### config.mk
export PLATFORM = sky130hd
export DESIGN_NAME = bcg_top
export DESIGN_NICKNAME = d
export VERILOG_FILES = /design/src/rtl/bcg_top.v /design/src/rtl/bcg_phase_decode.v
export VERILOG_INCLUDE_DIRS = /design/src /design/src/rtl
export SDC_FILE = /design/constraint.sdc
export NUM_CORES = 1
export LEC_CHECK = 0
export BUFFER_PORTS_ARGS = -buffer_cell sky130_fd_sc_hd__buf_2
export CAP_MARGIN = 40
export CORE_MARGIN = 2
export CORE_UTILIZATION = 37
export DETAILED_ROUTE_END_ITERATION = 10
export GPL_TIMING_DRIVEN = 0
export HOLD_SLACK_MARGIN = 0.1
export PLACE_DENSITY = 0.66
export SETUP_SLACK_MARGIN = 0.15
export SYNTH_ARGS = -nofsm -noshare
export SYNTH_HDL_FRONTEND = slang
export SYNTH_SLANG_ARGS = --single-unit
### constraint.sdc
create_clock -name clk_in -period 2.47 [get_ports clk_in]
set_input_delay 0.3705 -clock clk_in [delete_from_list [all_inputs] [get_ports clk_in]]
set_output_delay 0.3705 -clock clk_in [all_outputs]
set_load 0.01 [all_outputs]
### src/rtl/bcg_regs.vh
// Register map, field positions and reset values of the commutation gate.
// Assumes a 16-bit register port addressed by a two-bit register index.
`ifndef BCG_REGS_VH
`define BCG_REGS_VH

// ==========================================================
// Register indices
`define BCG_IDX_W            2
`define BCG_IDX_GATE_CTRL    2'h0
`define BCG_IDX_SUBCOUNTER   2'h1
`define BCG_IDX_DT_OFFSET    2'h2

// ==========================================================
// Gate control fields
`define BCG_GC_RESERVED      7
`define BCG_GC_ENABLE        6
`define BCG_GC_LOW_WAVE      5
`define BCG_GC_HIGH_WAVE     4
`define BCG_GC_SW_COMMUTE    3
`define BCG_GC_W_SWITCH      2
`define BCG_GC_V_SWITCH      1
`define BCG_GC_U_SWITCH      0
`define BCG_GC_WR_MSB        6

// ==========================================================
// Reset values
`define BCG_GC_RESET         7'h00
`define BCG_SUBCNT_RESET     16'h0000
`define BCG_DT_OFFSET_RESET  16'hffff
`define BCG_DATA_ZERO        16'h0000

`endif

### src/rtl/bcg_top.v
// Brushless motor commutation gate: gate control register, dead-time
// subcounter and dead-time offset, and the six gated inverter outputs.
// Assumes PWM waveforms, mode flags and active levels come from the timer
// core on the same clock, and that the bus master holds one access per
// cycle on a 16-bit register port.
//
// Summary of operation
// - Gate control 8-bit, only in PWM modes
// - Bit 7 reads one, software writes one
// - Enable bit 6 turns gating on
// - Bit 5 picks low-side level or PWM
// - Bit 4 picks high-side level or PWM
// - Bit 3 picks capture or software commutation
// - Phase bits count only under software select
// - Codes 000..011 map per table, 111 off
// - Codes 100..110 map per table
// - Subcounter 16-bit, read-only, complementary only
// - Offset register 16-bit, complementary mode only
// - Restart in complementary mode loads offset into channel-3 counter
// - Offset register resets to all ones
`timescale 1ns/10ps
`include "bcg_regs.vh"

module bcg_top (
  input  wire                  clk_in,
  input  wire                  rstn_in,
  input  wire [`BCG_IDX_W-1:0] reg_index_in,
  input  wire                  reg_write_in,
  input  wire                  reg_read_in,
  input  wire                  reg_word_in,
  input  wire                  reg_upper_byte_in,
  input  wire [15:0]           reg_wdata_in,
  output reg  [15:0]           reg_rdata_out,
  output reg                   reg_refused_out,
  input  wire                  mode_reset_sync_in,
  input  wire                  mode_complementary_in,
  input  wire                  subcounter_run_in,
  input  wire                  counters_restart_in,
  input  wire                  capture_a_in,
  input  wire                  capture_b_in,
  input  wire                  capture_c_in,
  input  wire [2:0]            pwm_high_in,
  input  wire [2:0]            pwm_low_in,
  input  wire                  high_active_level_in,
  input  wire                  low_active_level_in,
  output reg                   u_high_pin_out,
  output reg                   v_high_pin_out,
  output reg                   w_high_pin_out,
  output reg                   u_low_pin_out,
  output reg                   v_low_pin_out,
  output reg                   w_low_pin_out,
  output reg                   channel3_load_out,
  output reg  [15:0]           channel3_load_value_out
);

  // ==========================================================
  // Reset release
  reg rst_sync_a;
  reg rst_sync_n;

  always @(posedge clk_in or negedge rstn_in) begin
    if (!rstn_in) begin
      rst_sync_a <= 1'b0;
      rst_sync_n <= 1'b0;
    end else begin
      rst_sync_a <= 1'b1;
      rst_sync_n <= rst_sync_a;
    end
  end

  // ==========================================================
  // Register state
  reg  [6:0]  motor_gate_control;
  reg  [15:0] dead_time_subcounter;
  reg  [15:0] dead_time_offset;

  wire        pwm_mode_active;
  wire        wr_gate;
  wire        wr_offset;
  wire        byte_refused;
  wire [7:0]  gate_byte;
  wire [7:0]  gate_read;

  assign pwm_mode_active = mode_reset_sync_in | mode_complementary_in;
  assign wr_gate   = reg_write_in & (reg_index_in == `BCG_IDX_GATE_CTRL);
  assign wr_offset = reg_write_in & reg_word_in & (reg_index_in == `BCG_IDX_DT_OFFSET);
  assign byte_refused = (reg_write_in | reg_read_in) & ~reg_word_in &
                        ((reg_index_in == `BCG_IDX_SUBCOUNTER) |
                         (reg_index_in == `BCG_IDX_DT_OFFSET));
  // Byte writes to the 8-bit register may use either lane
  assign gate_byte = (reg_word_in | ~reg_upper_byte_in) ? reg_wdata_in[7:0]
                                                         : reg_wdata_in[15:8];
  assign gate_read = {1'b1, motor_gate_control};

  // ==========================================================
  // Register writes
  always @(posedge clk_in or negedge rst_sync_n) begin
    if (!rst_sync_n) begin
      motor_gate_control <= `BCG_GC_RESET;
      dead_time_offset   <= `BCG_DT_OFFSET_RESET;
    end else begin
      if (wr_gate) begin
        motor_gate_control <= gate_byte[`BCG_GC_WR_MSB:0];
      end
      if (wr_offset) begin
        dead_time_offset <= reg_wdata_in;
      end
    end
  end

  // ==========================================================
  // Dead-time subcounter
  // Held at zero outside complementary mode so a mode change starts clean.
  always @(posedge clk_in or negedge rst_sync_n) begin
    if (!rst_sync_n) begin
      dead_time_subcounter <= `BCG_SUBCNT_RESET;
    end else begin
      if (!mode_complementary_in || counters_restart_in) begin
        dead_time_subcounter <= `BCG_SUBCNT_RESET;
      end else if (subcounter_run_in) begin
        dead_time_subcounter <= dead_time_subcounter + 16'h0001;
      end
    end
  end

  // ==========================================================
  // Read port
  reg [15:0] next_rdata;

  always @* begin
    next_rdata = `BCG_DATA_ZERO;
    case (reg_index_in)
      `BCG_IDX_GATE_CTRL: begin
        next_rdata = (reg_word_in | ~reg_upper_byte_in) ? {8'h00, gate_read}
                                                         : {gate_read, 8'h00};
      end
      `BCG_IDX_SUBCOUNTER: begin
        next_rdata = dead_time_subcounter;
      end
      `BCG_IDX_DT_OFFSET: begin
        next_rdata = dead_time_offset;
      end
      default: begin
        next_rdata = `BCG_DATA_ZERO;
      end
    endcase
    if (byte_refused) begin
      next_rdata = `BCG_DATA_ZERO;
    end
  end

  always @(posedge clk_in or negedge rst_sync_n) begin
    if (!rst_sync_n) begin
      reg_rdata_out   <= `BCG_DATA_ZERO;
      reg_refused_out <= 1'b0;
    end else begin
      if (reg_read_in) begin
        reg_rdata_out <= next_rdata;
      end
      reg_refused_out <= byte_refused;
    end
  end

  // ==========================================================
  // Commutation source and decode
  wire [2:0] phase_code;
  wire [2:0] high_on;
  wire [2:0] low_on;

  assign phase_code = motor_gate_control[`BCG_GC_SW_COMMUTE] ?
                      motor_gate_control[`BCG_GC_W_SWITCH:`BCG_GC_U_SWITCH] :
                      {capture_c_in, capture_b_in, capture_a_in};

  bcg_phase_decode u_decode (
    .code_in     (phase_code),
    .high_on_out (high_on),
    .low_on_out  (low_on)
  );

  // ==========================================================
  // Output gating
  wire       gating_on;
  wire [2:0] next_high;
  wire [2:0] next_low;

  assign gating_on = pwm_mode_active & motor_gate_control[`BCG_GC_ENABLE];

  genvar leg;
  generate
    for (leg = 0; leg < 3; leg = leg + 1) begin : gen_leg
      assign next_high[leg] = ~gating_on    ? pwm_high_in[leg] :
                              ~high_on[leg] ? ~high_active_level_in :
                              motor_gate_control[`BCG_GC_HIGH_WAVE] ? pwm_high_in[leg] :
                              high_active_level_in;
      assign next_low[leg]  = ~gating_on   ? pwm_low_in[leg] :
                              ~low_on[leg] ? ~low_active_level_in :
                              motor_gate_control[`BCG_GC_LOW_WAVE] ? pwm_low_in[leg] :
                              low_active_level_in;
    end
  endgenerate

  // Registered pins cost one cycle of latency but keep glitches off the gates
  always @(posedge clk_in or negedge rst_sync_n) begin
    if (!rst_sync_n) begin
      u_high_pin_out <= 1'b0;
      v_high_pin_out <= 1'b0;
      w_high_pin_out <= 1'b0;
      u_low_pin_out  <= 1'b0;
      v_low_pin_out  <= 1'b0;
      w_low_pin_out  <= 1'b0;
    end else begin
      u_high_pin_out <= next_high[0];
      v_high_pin_out <= next_high[1];
      w_high_pin_out <= next_high[2];
      u_low_pin_out  <= next_low[0];
      v_low_pin_out  <= next_low[1];
      w_low_pin_out  <= next_low[2];
    end
  end

  // ==========================================================
  // Channel-3 preload on restart
  always @(posedge clk_in or negedge rst_sync_n) begin
    if (!rst_sync_n) begin
      channel3_load_out       <= 1'b0;
      channel3_load_value_out <= `BCG_DT_OFFSET_RESET;
    end else begin
      channel3_load_out       <= counters_restart_in & mode_complementary_in;
      channel3_load_value_out <= dead_time_offset;
    end
  end

endmodule

### src/rtl/bcg_phase_decode.v
// Phase code decoder: three-bit (w,v,u) code to six pin on-states.
// Purely combinational; the caller registers the result.
`timescale 1ns/10ps

module bcg_phase_decode (
  input  wire [2:0] code_in,
  output reg  [2:0] high_on_out,
  output reg  [2:0] low_on_out
);

  // ==========================================================
  // Decode table, bit order u=0, v=1, w=2
  always @* begin
    high_on_out = 3'h0;
    low_on_out  = 3'h0;
    case (code_in)
      3'h0: begin
        high_on_out = 3'h0;
        low_on_out  = 3'h0;
      end
      3'h1: begin
        high_on_out = 3'h1;
        low_on_out  = 3'h4;
      end
      3'h2: begin
        high_on_out = 3'h2;
        low_on_out  = 3'h1;
      end
      3'h3: begin
        high_on_out = 3'h2;
        low_on_out  = 3'h4;
      end
      3'h4: begin
        high_on_out = 3'h4;
        low_on_out  = 3'h2;
      end
      3'h5: begin
        high_on_out = 3'h1;
        low_on_out  = 3'h2;
      end
      3'h6: begin
        high_on_out = 3'h4;
        low_on_out  = 3'h1;
      end
      default: begin
        high_on_out = 3'h0;
        low_on_out  = 3'h0;
      end
    endcase
  end

endmodule

* Word-level counts from Yosys, hierarchy flattened *
Index checks and enable logic that the tools add are counted.

storage, ports and cells
  bits in registers = 81
  word-level logic and storage cells = 76
  output and inout port bits = 40
  input bits = 39

operators by class
  bitwise gates (word level) = 15
  reduce and logical (&&, ||, !) cells = 10
  equality and inequality tests = 8
  $add $sub $neg = 1
  multiplexer cells = 27

operator list
  kind                                                 number
  two-way mux 16 bit                                   4
  one-hot mux 16 bit (3 select lines)                  1
  two-way mux 1 bit                                    18
  one-hot mux 3 bit (3 select lines)                   2
  adder 16 x 1 -> 16 bit, second input constant        1
  OR reduction 2 bit                                   6
  equality test 3 bit, second input constant           3
  AND 1 bit                                            7
  two-way mux 7 bit                                    1
  equality test 3 x 2 -> 1 bit, second input constant  2
  NOT 1 bit                                            4
  OR 1 bit                                             4
  equality test 3 x 1 -> 1 bit, second input constant  1
  two-way mux 3 bit                                    1
  equality test 2 x 1 -> 1 bit, second input constant  1
  equality test 2 bit, second input constant           1
  zero test 2 bit                                      1
  nonzero test 2 bit                                   1
  zero test 1 bit                                      1
  logical OR 1 bit                                     1

* Depth between registers and ports, before layout *
Gate-level depths: netlist (run 1).

  depth after elaboration = 6
  gate-level depth with buffers = 6
  gate-level depth less buffers = 5

* Cells and area by module *
A second synthesis (run 1) with hierarchy kept.

unflattened totals
  cells, all modules = 298
  area total of the unflattened synthesis = 3563.4 um^2

modules (own cells, without submodules)
  module            cells each  area each (um^2)  instances  sequential area each (um^2)
  bcg_top           292         3515.9            1          2067.0
  bcg_phase_decode  6           47.5              1          0.0

* Worst setup path after synthesis (run 1) *
OpenSTA, ideal clock, no wires.

  path kind = input to register
  start point = input reg_index_in[0]
  end point = register dead_time_offset[10]
  arrival = 1565 ps
  data required time = 2388 ps
  path buffers = 2
  path slack = 822 ps
  setup time = 82 ps
  stages = 6
  cell sequence = inv_1 > ha_1 > clkbuf_1 > nand3_1 > buf_2 > mux2_2

between the ends
  word-level cells in the longest chain between the ends = 2

RTL lines
  element               line           source
  from (decl)           bcg_top.v:27   input wire [`BCG_IDX_W-1:0] reg_index_in,
  equality test 2 bit   n/a
  AND 1 bit             bcg_top.v:86   assign wr_offset = reg_write_in & reg_word_in & (reg_index_in == `BCG_IDX_DT_OFFSET);
  to (signal assigned)  bcg_top.v:100  dead_time_offset <= `BCG_DT_OFFSET_RESET;
  to (signal assigned)  bcg_top.v:106  dead_time_offset <= reg_wdata_in;
  to (decl)             bcg_top.v:75   reg [15:0] dead_time_offset;

Every way passes these cells.
A chain may end at the register's enable or synchronous reset.

* Worst setup path after layout (run 1) *
  start point = input reg_index_in[0]
  end point = register dead_time_offset[12]

The elaborated chain is that of the path after synthesis.

==> results of run 1 <==
-- power groups by stage --
| stage | Sequential, mW | Combinational, mW | Clock (mW) |
|---|---|---|---|
| finish | 1.74 | 0.535 | 1.06 |
| global route | 1.77 | 0.592 | 1.14 |
| floorplan | 1.78 | 0.259 | 0 |
| CTS | 1.74 | 0.543 | 1.09 |
| global placement | 1.77 | 0.505 | 0 |
| detailed placement | 1.76 | 0.539 | 0 |
-- flip-flops by register name, indices dropped and copies added (netlist names) --
signal and cells:
channel3_load_out 1, channel3_load_value_out 16, dead_time_offset 16, dead_time_subcounter 16
motor_gate_control 7, reg_rdata_out 16, reg_refused_out 1, rst_sync_a 1
rst_sync_n 1, u_high_pin_out 1, u_low_pin_out 1, v_high_pin_out 1
v_low_pin_out 1, w_high_pin_out 1, w_low_pin_out 1
-- worst reg2reg max path, stage by stage, from the launching register on --
cell	delay (ns)
dfrtp_1	0.44
ha_1	0.22
nand3_1	0.15
nor3_1	0.51
xnor2_1	0.19
nor2_1	0.06
-- cell type report --
cell class	count	area [um2]	area share
Timing Repair Buffer	78	418	0.0966
Clock buffer	10	128	0.0295
Tap cell	129	161	0.0373
Multi-Input combinational cell	181	1310	0.302
Sequential cell	81	2070	0.478
Inverter	21	78.8	0.0182
Clock inverter	6	92.6	0.0214
Buffer	16	73.8	0.0171
-- layer usage --
metal | part of all wire | wire length (um)
met3 | 0.073 | 619
met2 | 0.49 | 4210
met1 | 0.40 | 3430
met5 | 0 | 0
met4 | 0.031 | 263
-- worst paths after layout --
check / slack, ns / startpoint / endpoint
setup / recovery: 0.68 / reg_index_in[0] / dead_time_offset[12]
hold / removal: 0.21 / rst_sync_n / reg_refused_out
setup reg to reg: 0.78 / dead_time_subcounter[0] / dead_time_subcounter[8]
hold reg to reg: 0.21 / rst_sync_n / reg_refused_out
max in group asynchronous: 1.64 / rst_sync_n / channel3_load_value_out[12]
min in group clk_in: 0.23 / pwm_high_in[2] / w_high_pin_out
-- what timing repair did --
action,4_1_cts,5_1_grt
hold buffers,1,0
gates resized for setup,0,0
hold endpoints to repair,2,0
endpoints found under the setup margin,0,0
buffers inserted,0,0
-- kinds of logic after synthesis --
| logic type | share of synthesized area |
|---|---|
| multiplexers | 0.0909 |
| other | 0.00106 |
| buffers and inverters | 0.0433 |
| XOR/XNOR | 0.0224 |
| flip-flops | 0.586 |
| AND/OR/NAND/NOR | 0.100 |
| adder cells (fa/ha/maj) | 0.0177 |
| AO/OA/AOI/OAI | 0.138 |
-- per-stage QoR --
step | instance area (um2) | util
floorplan | 3530 | -
global placement | 4070 | 0.440
detailed placement | 4100 | 0.443
CTS | 4330 | 0.468
global route | 4330 | 0.468
finish | 4330 | 0.468
-- placed cells by master (no fill, tap or decap), types with 14 or more instances in the layout --
master,count
nor2_1,25
dfrtp_1,48
mux2_2,16
inv_1,21
mux2i_1,14
dfstp_2,32
buf_2,78
a21oi_1,17
o22ai_1,16
a222oi_1,14
==> metrics list, run 1 <==
- After layout, the worst setup slack is 0.677 ns.
* CP Buf/Inv Count: 4
- At the end of routability-driven placement, the weighted congestion stood at 0.913.
* Number of DRC violations after detailed-routing iteration 0: 263
- Maximum fanout along the worst path: 10
- Prevailing post-synth register cell: dfrtp_1
- Gr busiest metal: met2
- Portion of total power attributed to the clock network: 0.318
- Headroom to the max-slew limit came out at 0.598.
* Library cell appearing most often on the critical path: buf_2
* Cell family with the largest share of critical-path delay: buffers and inverters
- For this design, the slowest cell found on the critical path is nand3_1.
* Time the worst path needs with I/O delays and setup: 1.79 ns
- Across every metal layer, demand over resource in global routing totals 0.175.
* Fin Hold WS: 0.208 ns
- Synthesis handed over a netlist of 299 instances.
* Proportion of layout cells with a drive suffix above 1: 0.382
- Synthesis inferred 81 register bits.
* Setup TNS: 0 ns
* Fin. Hold Viols: 0
- Class of the tightest hold or removal check: reg -> async
- The number of cells on the worst reg-to-reg path is 5.
* CTS tree: built
* Max Cap Viol: 0
- Capturing element type of the critical path: flop
- Average footprint of a synthesized cell: 11.8 um2
- The die covers 10300 um2.
- Number of antenna repair diodes: 0
- The initial antenna violation count is 0.
* Root buffer selected by CTS: clkbuf_8
- Initial core utilization: 0.381
- The detail route stage leaves a number of antenna-violating nets equal to 0.
- Number of cells on the critical path: 7
- Detailed-placement wirelength estimate: 6320 um
* Yosys warns: 0
- Number of synthesized flops with an enable pin: 0
- In the finished design, the share of the clock period the worst path needs comes to 0.726.
- Internal power comes to 2.42 mW.
* Count of final max-slew check failures: 0
* Met2 GRT Util: 0.285
- When the netlist entered floorplanning its net count stood at 343.
* Number of buffers on the longest clock path: 2
- Via count of the first global-routing pass: 2729
* Startpoint type of the worst setup path: input pin
- Dividing the detail-routed wire length by the instance count gives 16.3 um.
* Total setup violations reported at the end of the flow: 0
* Outcome: finished, final reports clean
- STA puts the critical path data required time at 2.76 ns.
* Die width: 102 um
- DR vias/cell: 5.17
- For this run, the top clock speed supported by timing is 558 MHz.
* Std-Cell Core Area: 9240 um2
* Worst Clk Skew: 0.00601 ns
- The analysis attributes to cell leakage a power of 1.88 nW.
* Power per cell area: 771 nW/um2
- Sequential fraction of design power: 0.522
* Drc violations: 0
- For this run the aggregate overflow at the end of global routing stands at 0.
* Share of the synthesized area in the top cell type: 0.348
- For the worst-skew pair, the clock arrives at the later sink with an insertion delay of 0.35 ns.
- Slew at the pin closest to its max-slew limit: 0.598 ns
* RSZ-0062 raised after global routing: no
* Part of the Yosys area used for sequential elements: 0.586
- Power comes to 3.34 mW.
- Y dimension of the die: 102 um
* Number of rows in the core area: 35
- For met1 alone, demand over resource in global routing was 0.213.
* Switching component of the power: 0.918 mW
- The number of clock buffers added by TritonCTS is 9.
* Slowest cell delay on critical path: 0.43 ns
* Largest cells by area after synthesis: dfrtp_1, dfstp_2, mux2_2
* Fraction of registers with async set/reset: 1.00
- Share of power burned in combinational logic: 0.160
- Cell taking the most area after synthesis: dfrtp_1
- The routed layout has 2700 vias.
* Most repeated cell in the gate-level netlist after synthesis: dfrtp_1
- At the placement stage, the worst setup path has a slack of 0.295 ns.
- Wires add up to 8520 um.
* Final net count: 432
- Fill cells in the final layout number 850.
- Count of buffers inserted at the top-level ports: 76
- The first detailed-routing pass ran for 5 iterations.
- Switching share of power: 0.275
- VDD sags by at most 0.408 mV.
* Most common library cells after synthesis: dfrtp_1, dfstp_2, nor2_1
- The netlist uses 42 different library cells.
- Summed instance area of the synthesized netlist: 3520 um2
- Global-route wire length before repair: 13700 um
- For met3 alone, demand over resource in global routing was 0.0455.
- Htree depth: 3
- Area growth from synthesis to final layout: 22.8%
- After clock tree synthesis, the clock-pin slew on the worst setup and hold paths is 0.08 ns.
* Maximum number of pins on one net before global-route repair: 63
- Worst setup path category: in -> reg
- Final cell count without fillers: 522
- For this design the top-level I/O count stands at 79.
* Worst path arrival time: 2.08 ns
- The signal on the critical path passes through buf_2, inv_1, ha_1, clkbuf_1, nand3_1, buf_2, mux2_2.
- The clock net in this run drives a total of 81 sinks.
- Number of placed instances, taps included: 505
Power figures use the tool's default switching activity.
==> run 2: changes to the inputs <==
- PLACE_DENSITY: 0.66 -> 0.64
- clock period: 2.47 -> 1.65 ns (I/O delays scaled with it)
==> run 2 against run 1 <==
  * Combinational power up 55%
  * First-iteration DRC count down 15%
  * Die area unchanged
  * Highest routed layer unchanged
  * Hold slack worse by 0.097 ns
==> metrics list, run 2 (same netlist as run 1, synthesis figures left out) <==
- Data required, critical path: 1.94 ns (was 2.76 ns)
- Final net count: 447 (was 432)
- The worst reg-to-reg path cell count is 4 (was 5).
- Crit-path cells: nand3_4, or3_4, or3_1, a21oi_2 (was buf_2, inv_1, ha_1, clkbuf_1, nand3_1, buf_2, mux2_2)
- First-pass iteration count of the detailed router: 4 (was 5)
- Detailed-route via count: 2728 (was 2700)
- Fin. Hold Viols: 0 (unchanged)
- Reg2Reg Setup Slack: 0.17 ns (was 0.78 ns)
* Drc violations: 0 (unchanged)
- Max Cap Viol: 0 (unchanged)
- The final worst hold slack is 0.110 ns (was 0.208 ns).
- The x dimension of the die is 102 um (unchanged).
* IO Pins: 79 (unchanged)
* Hold-critical path endpoint: v_high_pin_out
- Timing would allow up to 677 MHz.
* Final routed wirelength across all metal layers: 8880 um (was 8520 um)
* Maximum fanout along the worst path: 4 (was 10)
- Cell at the slowest stage of the critical path: dfrtp_1 (was nand3_1)
- RSZ-0062 raised after global routing: yes (was no).
- Dividing the final minimum period by the clock period gives 0.896.
- The clock root buffer master is clkbuf_8 (unchanged).
- The height of the die came to 102 um (unchanged).
* Launching point of the worst reg2reg path: dead_time_subcounter[4] (was dead_time_subcounter[0])
- Commonest non-fill, non-tap cell in the layout: buf_2 (unchanged)
- The maximum VDD drop came to 0.569 mV (was 0.408 mV).
- The largest incremental delay on the critical path came to 0.43 ns (about the same).
- The sink count of the clock tree was 81 (unchanged).
* Proportion of layout cells with a drive suffix above 1: 0.429 (was 0.382)
- The gate family responsible for the most delay along the worst path is simple AND/OR/NAND/NOR gates (was buffers and inverters).
- CTS tree: built (unchanged)
- The number of antenna-violating nets in the routed design is 0 (unchanged).
- Global-route wire length before repair: 14500 um (was 13700 um)
- The overall fraction of global-route tracks in use was 0.183 (was 0.175).
- The startpoint identified for the worst hold timing path is pwm_high_in[1].
* Via count of the first global-routing pass: 2837 (was 2729)
- Std-Cell Core Area: 9240 um2 (unchanged)
* CP Buf/Inv Count: 0 (was 4)
- Number of buffers on the longest clock path: 2 (unchanged)
- Time the worst path needs with I/O delays and setup: 1.48 ns
- The initial cell density of the core came to 0.381 (unchanged).
- The class of the most critical hold timing path is in -> reg (was reg -> async).
* Total clock buffers created by CTS: 9 (unchanged)
- The overall die area came to 10300 um2 (unchanged).
* Overflow left after global routing: 0 (unchanged)
* Leading cell types in the layout, fill and taps excluded: buf_2, dfrtp_1, dfstp_2 (unchanged)
* Placer congestion estimate: 0.885 (was 0.913)
* Worst Clk Skew: 0.0124 ns (was 0.00601 ns)
- Htree depth: 3 (unchanged)
* Worst path arrival time: 1.77 ns (was 2.08 ns)
* Number of rows in the core area: 35 (unchanged)
- Final cell count without fillers: 537 (was 522)
* DR vias/cell: 5.08 (was 5.17)
- Counting instances, the worst hold path has a depth of 2.
- Outcome: finished, final reports clean (unchanged)
* Final instance area: 4530 um2 (was 4330 um2)
* Capturing element type of the critical path: flop (unchanged)
- Antenna violations before repair: 0 (unchanged)
* Count of final max-slew check failures: 0 (unchanged)
- The worst relative slew slack was 0.663 (was 0.598).
* Clock slew seen by the registers of the worst setup and hold paths: 0.09 ns (was 0.08 ns)
* Leak Pwr: 2.00 nW (was 1.88 nW)
* Slew at the pin closest to its max-slew limit: 0.506 ns (was 0.598 ns)
- The clock latency reported for the late side of the worst-skew pair was 0.36 ns (was 0.35 ns).
- The pin count of the biggest net entering global routing was 66 (was 63).
* Worst setup path category: reg -> reg (was in -> reg)
- Count of buffers inserted at the top-level ports: 76 (unchanged)
- Destination of the worst register-to-register timing path: dead_time_subcounter[15] (was dead_time_subcounter[8])
* Number of antenna repair diodes: 0 (unchanged)
* Area growth from synthesis to final layout: 28.4% (was 22.8%)
* Detailed-placement wirelength estimate: 6420 um (was 6320 um)
* Number of placed instances, taps included: 505 (unchanged)
- Power per cell area: 1100 nW/um2 (was 771 nW/um2)
- Startpoint type of the worst setup path: flop (was input pin)
- The DRC marker count from the first detailed-route iteration is 224 (was 263).
* Total setup violations reported at the end of the flow: 0 (unchanged)
- Placed cell areas: 4100 um2 (about the same)
- Average routed wire per standard cell: 16.5 um (was 16.3 um)
[run 2: cell count changes in the layout (fill, tap and decap cells not counted), sizes merged]
cell,change
buf,+11
inv,+4
clkinvlp,-2
clkbuf,-1
bufinv,-1
dlygate4sd3,+4
[run 2: layout make-up]
class / instances / area [um2]
Clock buffer: 9 / 124
Inverter: 21 / 78.8
Clock inverter: 7 / 85.1
Timing Repair Buffer: 93 / 541
Multi-Input combinational cell: 181 / 1380
Buffer: 16 / 77.6
Sequential cell: 81 / 2080
Tap cell: 129 / 161
Fill cell: 847 / 4710
[run 2: worst register-to-register path, cell delays in order, from the launching register on]
cell and delay [ns]:
dfrtp_1 0.43, nand3_4 0.10, or3_4 0.41, or3_1 0.37
a21oi_2 0.12
[run 2: worst max path at each step]
stage | start | endpoint | slack, ns | depth (start not counted)
6_report | dead_time_subcounter[4] | dead_time_subcounter[15] | 0.17 | 4
5_1_grt | dead_time_subcounter[1] | dead_time_subcounter[15] | 0.14 | 4
4_1_cts | dead_time_subcounter[1] | dead_time_subcounter[8] | 0.17 | 5
3_5_place_dp | reg_index_in[0] | dead_time_offset[14] | -0.20 | 7
3_3_place_gp | reg_index_in[0] | dead_time_offset[12] | -0.20 | 7
2_1_floorplan | dead_time_subcounter[3] | dead_time_subcounter[15] | 0.17 | 4
[run 2: per-stage QoR]
| step | power, mW | utilization | TNS (ns) | setup WS, ns |
|---|---|---|---|---|
| 5_1_grt | 5.21 | 0.490 | 0 | 0.135 |
| 3_3_place_gp | 3.42 | 0.441 | -10.04 | -0.198 |
| 3_5_place_dp | 3.45 | 0.444 | -2.82 | -0.200 |
| 6_report | 4.97 | 0.490 | 0 | 0.172 |
| 2_1_floorplan | 3.05 | - | 0 | 0.175 |
| 4_1_cts | 5.00 | 0.483 | 0 | 0.171 |
[run 2: power breakdown]
group	leakage [nW]	switching (mW)	internal, mW
combinational	0.928	0.439	0.389
clock	0.107	0.813	0.734
sequential	0.964	0.216	2.38
[run 2: metal layers]
layer / track usage / routed length (um) / up-vias
met4: 0.0925 / 182 / 0
met3: 0.0380 / 466 / 16
met2: 0.287 / 4380 / 76
li1: - / - / 1298
met5: 0 / 0 / -
met1: 0.242 / 3850 / 1338
[run 2: repair_timing]
item                                    CTS  global route
setup buffers                            10             1
endpoints found under the hold margin     6             0
pin swaps                                 2             1
cloned                                    0             0
hold buffers                              5             0
endpoints found under the setup margin    8            19
resized for setup                         7            13
==> run 3: changes to the inputs <==
- PLACE_DENSITY: 0.64 -> 0.56
==> run 3 against run 2 <==
  * Clock-buffer cell count grew 1
  * Via count is 0.81% lower
  * Critical path depth is the same
  * Sequential share of layout area about the same
  * Clock power shrank 4%
==> metrics list, run 3 (same netlist as run 1, synthesis figures left out) <==
* Outcome: finished, final reports clean (unchanged)
* Slew at the pin closest to its max-slew limit: 0.551 ns (was 0.506 ns)
* Number of buffers on the longest clock path: 2 (unchanged)
- The initial antenna violation count came to 0 (unchanged).
- Worst VDD drop: 0.492 mV (was 0.569 mV)
* Fin. Hold Viols: 0 (unchanged)
- The endpoint arrival time on the critical path was 1.77 ns (about the same).
- Leading cell types in the layout, fill and taps excluded: buf_2, dfrtp_1, dfstp_2 (unchanged)
- Antenna Violating Nets Remaining: 0 (unchanged)
- The clock root buffer master is clkbuf_8 (unchanged).
* Start point of the worst min-delay path: pwm_high_in[1] (unchanged)
* Count of buffers inserted at the top-level ports: 76 (unchanged)
- The number of buffers inserted during clock tree synthesis was 9 (unchanged).
- The number of antenna repair diodes is 0 (unchanged).
- Crit-path cells: nand4_4, or3_4, or3_4, a21oi_2 (was nand3_4, or3_4, or3_1, a21oi_2)
- The count of max-cap constraint violations came to 0 (unchanged).
- Htree depth: 3 (unchanged)
- The utilization after layout was 0.489 (was 0.490).
* DR vias/cell: 5.04 (was 5.08)
- The clock tree from TritonCTS is built (unchanged).
* Placed cell areas: 4100 um2 (unchanged)
* Detailed-route via count: 2706 (was 2728)
* Slowest cell delay on critical path: 0.44 ns (was 0.43 ns)
- The total DRC errors in the routed layout came to 0 (unchanged).
- Clock Latency Late Sink: 0.35 ns (was 0.36 ns)
- Commonest non-fill, non-tap cell in the layout: buf_2 (unchanged)
- Data required, critical path: 1.94 ns (about the same)
- The launch point of the worst path was dead_time_subcounter[1] (was dead_time_subcounter[4]).
- # fillers: 865 (was 847)
* Number of rows in the core area: 35 (unchanged)
- First-pass iteration count of the detailed router: 5 (was 4)
- The via count of the first global-routing pass is 2841 (was 2837).
* Sequential cell area in the final layout: 2070 um2 (was 2080 um2)
- The routability congestion estimate from global placement came to 0.868 (was 0.885).
- CP Buf/Inv Count: 0 (unchanged)
- The sink count of the clock tree is 81 (unchanged).
- Share of the cycle needed by the critical path after routing: 0.899 (was 0.896)
- Startpoint type of the worst setup path: flop (unchanged)
- The multi-input logic area came to 1380 um2 (about the same).
- The height of the die came to 102 um (unchanged).
- IO Pins: 79 (unchanged)
* Detailed-placement wirelength estimate: 6480 um (was 6420 um)
* Final net count: 447 (unchanged)
- Final instance area: 4520 um2 (was 4530 um2)
- The gate family responsible for the most delay along the worst path is simple AND/OR/NAND/NOR gates (unchanged).
- The total wirelength of the detailed-routed design is 8980 um (was 8880 um).
- The class of the most critical hold timing path was in -> reg (unchanged).
- Global-route wire length before repair: 14600 um (was 14500 um)
- The global-route congestion overflow total was 0 (unchanged).
- RSZ-0062 raised after global routing: yes (unchanged).
- Power per cell area: 1090 nW/um2 (was 1100 nW/um2)
* Average routed wire per standard cell: 16.7 um (was 16.5 um)
- The DRC marker count from the first detailed-route iteration was 158 (was 224).
- Count of final max-slew check failures: 0 (unchanged)
- Total setup violations reported at the end of the flow: 0 (unchanged)
- The x dimension of the die came to 102 um (unchanged).
- The critical path class is reg -> reg (unchanged).
* Std-Cell Core Area: 9240 um2 (unchanged)
* Time the worst path needs with I/O delays and setup: 1.48 ns (about the same)
* Cell at the slowest stage of the critical path: dfrtp_1 (unchanged)
- The startpoint of the worst register-to-register path is dead_time_subcounter[1] (was dead_time_subcounter[4]).
* Maximum number of pins on one net before global-route repair: 58 (was 66)
- Final critical-path setup slack: 0.166 ns (was 0.172 ns)
- Initial core utilization: 0.381 (unchanged)
- The worst relative slew slack is 0.633 (was 0.663).
* Total chip power: 4.92 mW (was 4.97 mW)
- Area of the die: 10300 um2 (unchanged)
- The total negative slack came to 0 ns (unchanged).
- The critical path capture point type is a flop (unchanged).
* Leak Pwr: 2.01 nW (was 2.00 nW)
- The minimum setup slack after placement is -0.256 ns (was -0.200 ns).
- By instance count, the cell type seen most on the critical path is or3_4.
- The top fanout value on the critical path is 4 (unchanged).
* Clock slew seen by the registers of the worst setup and hold paths: 0.08 ns (was 0.09 ns)
* Highest Clock Rate: 674 MHz (was 677 MHz)
* Proportion of layout cells with a drive suffix above 1: 0.431 (was 0.429)
- Total global-route track usage: 0.189 (was 0.183)
- The worst clock skew is 0.00765 ns (was 0.0124 ns).
* Area growth from synthesis to final layout: 28.2% (was 28.4%)
## run 3: cell count changes in the layout (fill, tap and decap cells not counted), sizes merged
cell,change
buf,-1
dlygate4sd3,+1
clkbuf,+1
clkinv,+2
inv,-4
clkinvlp,+1
## run 3: metrics by stage
stage,hold WS [ns],std cells
floorplan,-0.0481,299
global placement,0.0322,504
detailed placement,0.0337,505
CTS,0.101,536
global route,0.100,537
finish,0.117,537
## run 3: worst paths after layout
| kind | end | slack, ns | cells after the start |
|---|---|---|---|
| max | dead_time_subcounter[15] | 0.17 | 4 |
| min | v_high_pin_out | 0.12 | 2 |
| max reg2reg | dead_time_subcounter[15] | 0.17 | 4 |
| min reg2reg | reg_refused_out | 0.25 | 0 |
| max in group asynchronous | channel3_load_value_out[15] | 0.77 | 1 |
| min in group asynchronous | rst_sync_n | 0.19 | 2 |
## run 3: layout make-up
type	count	share of cell area
sequential	81	0.459
multi-input combinational	181	0.305
timing repair buffer	93	0.120
tap	129	0.0357
clock buffer	10	0.0305
buffer	16	0.0180
inverter	21	0.0174
clock inverter	6	0.0147
## run 3: power by group
part	total, mW	leakage, nW	switching [mW]	internal [mW]
sequential	2.61	0.967	0.227	2.39
clock	1.49	0.103	0.747	0.744
combinational	0.818	0.937	0.427	0.391
total	4.92	2.01	1.40	3.52
## run 3: per-layer routing
metal,GRT usage,part of all wire,vias to the layer above
met3,0.0380,0.048,10
li1,-,-,1292
met2,0.298,0.48,66
met4,0.0728,0.015,0
met5,0,0,-
met1,0.256,0.45,1338
## run 3: timing repair
item | in CTS | in global routing
endpoints found under the setup margin | 18 | 20
hold buffers | 5 | 1
setup buffers | 10 | 0
endpoints found under the hold margin | 6 | 1
gates resized for setup | 7 | 17
pin swaps | 2 | 0
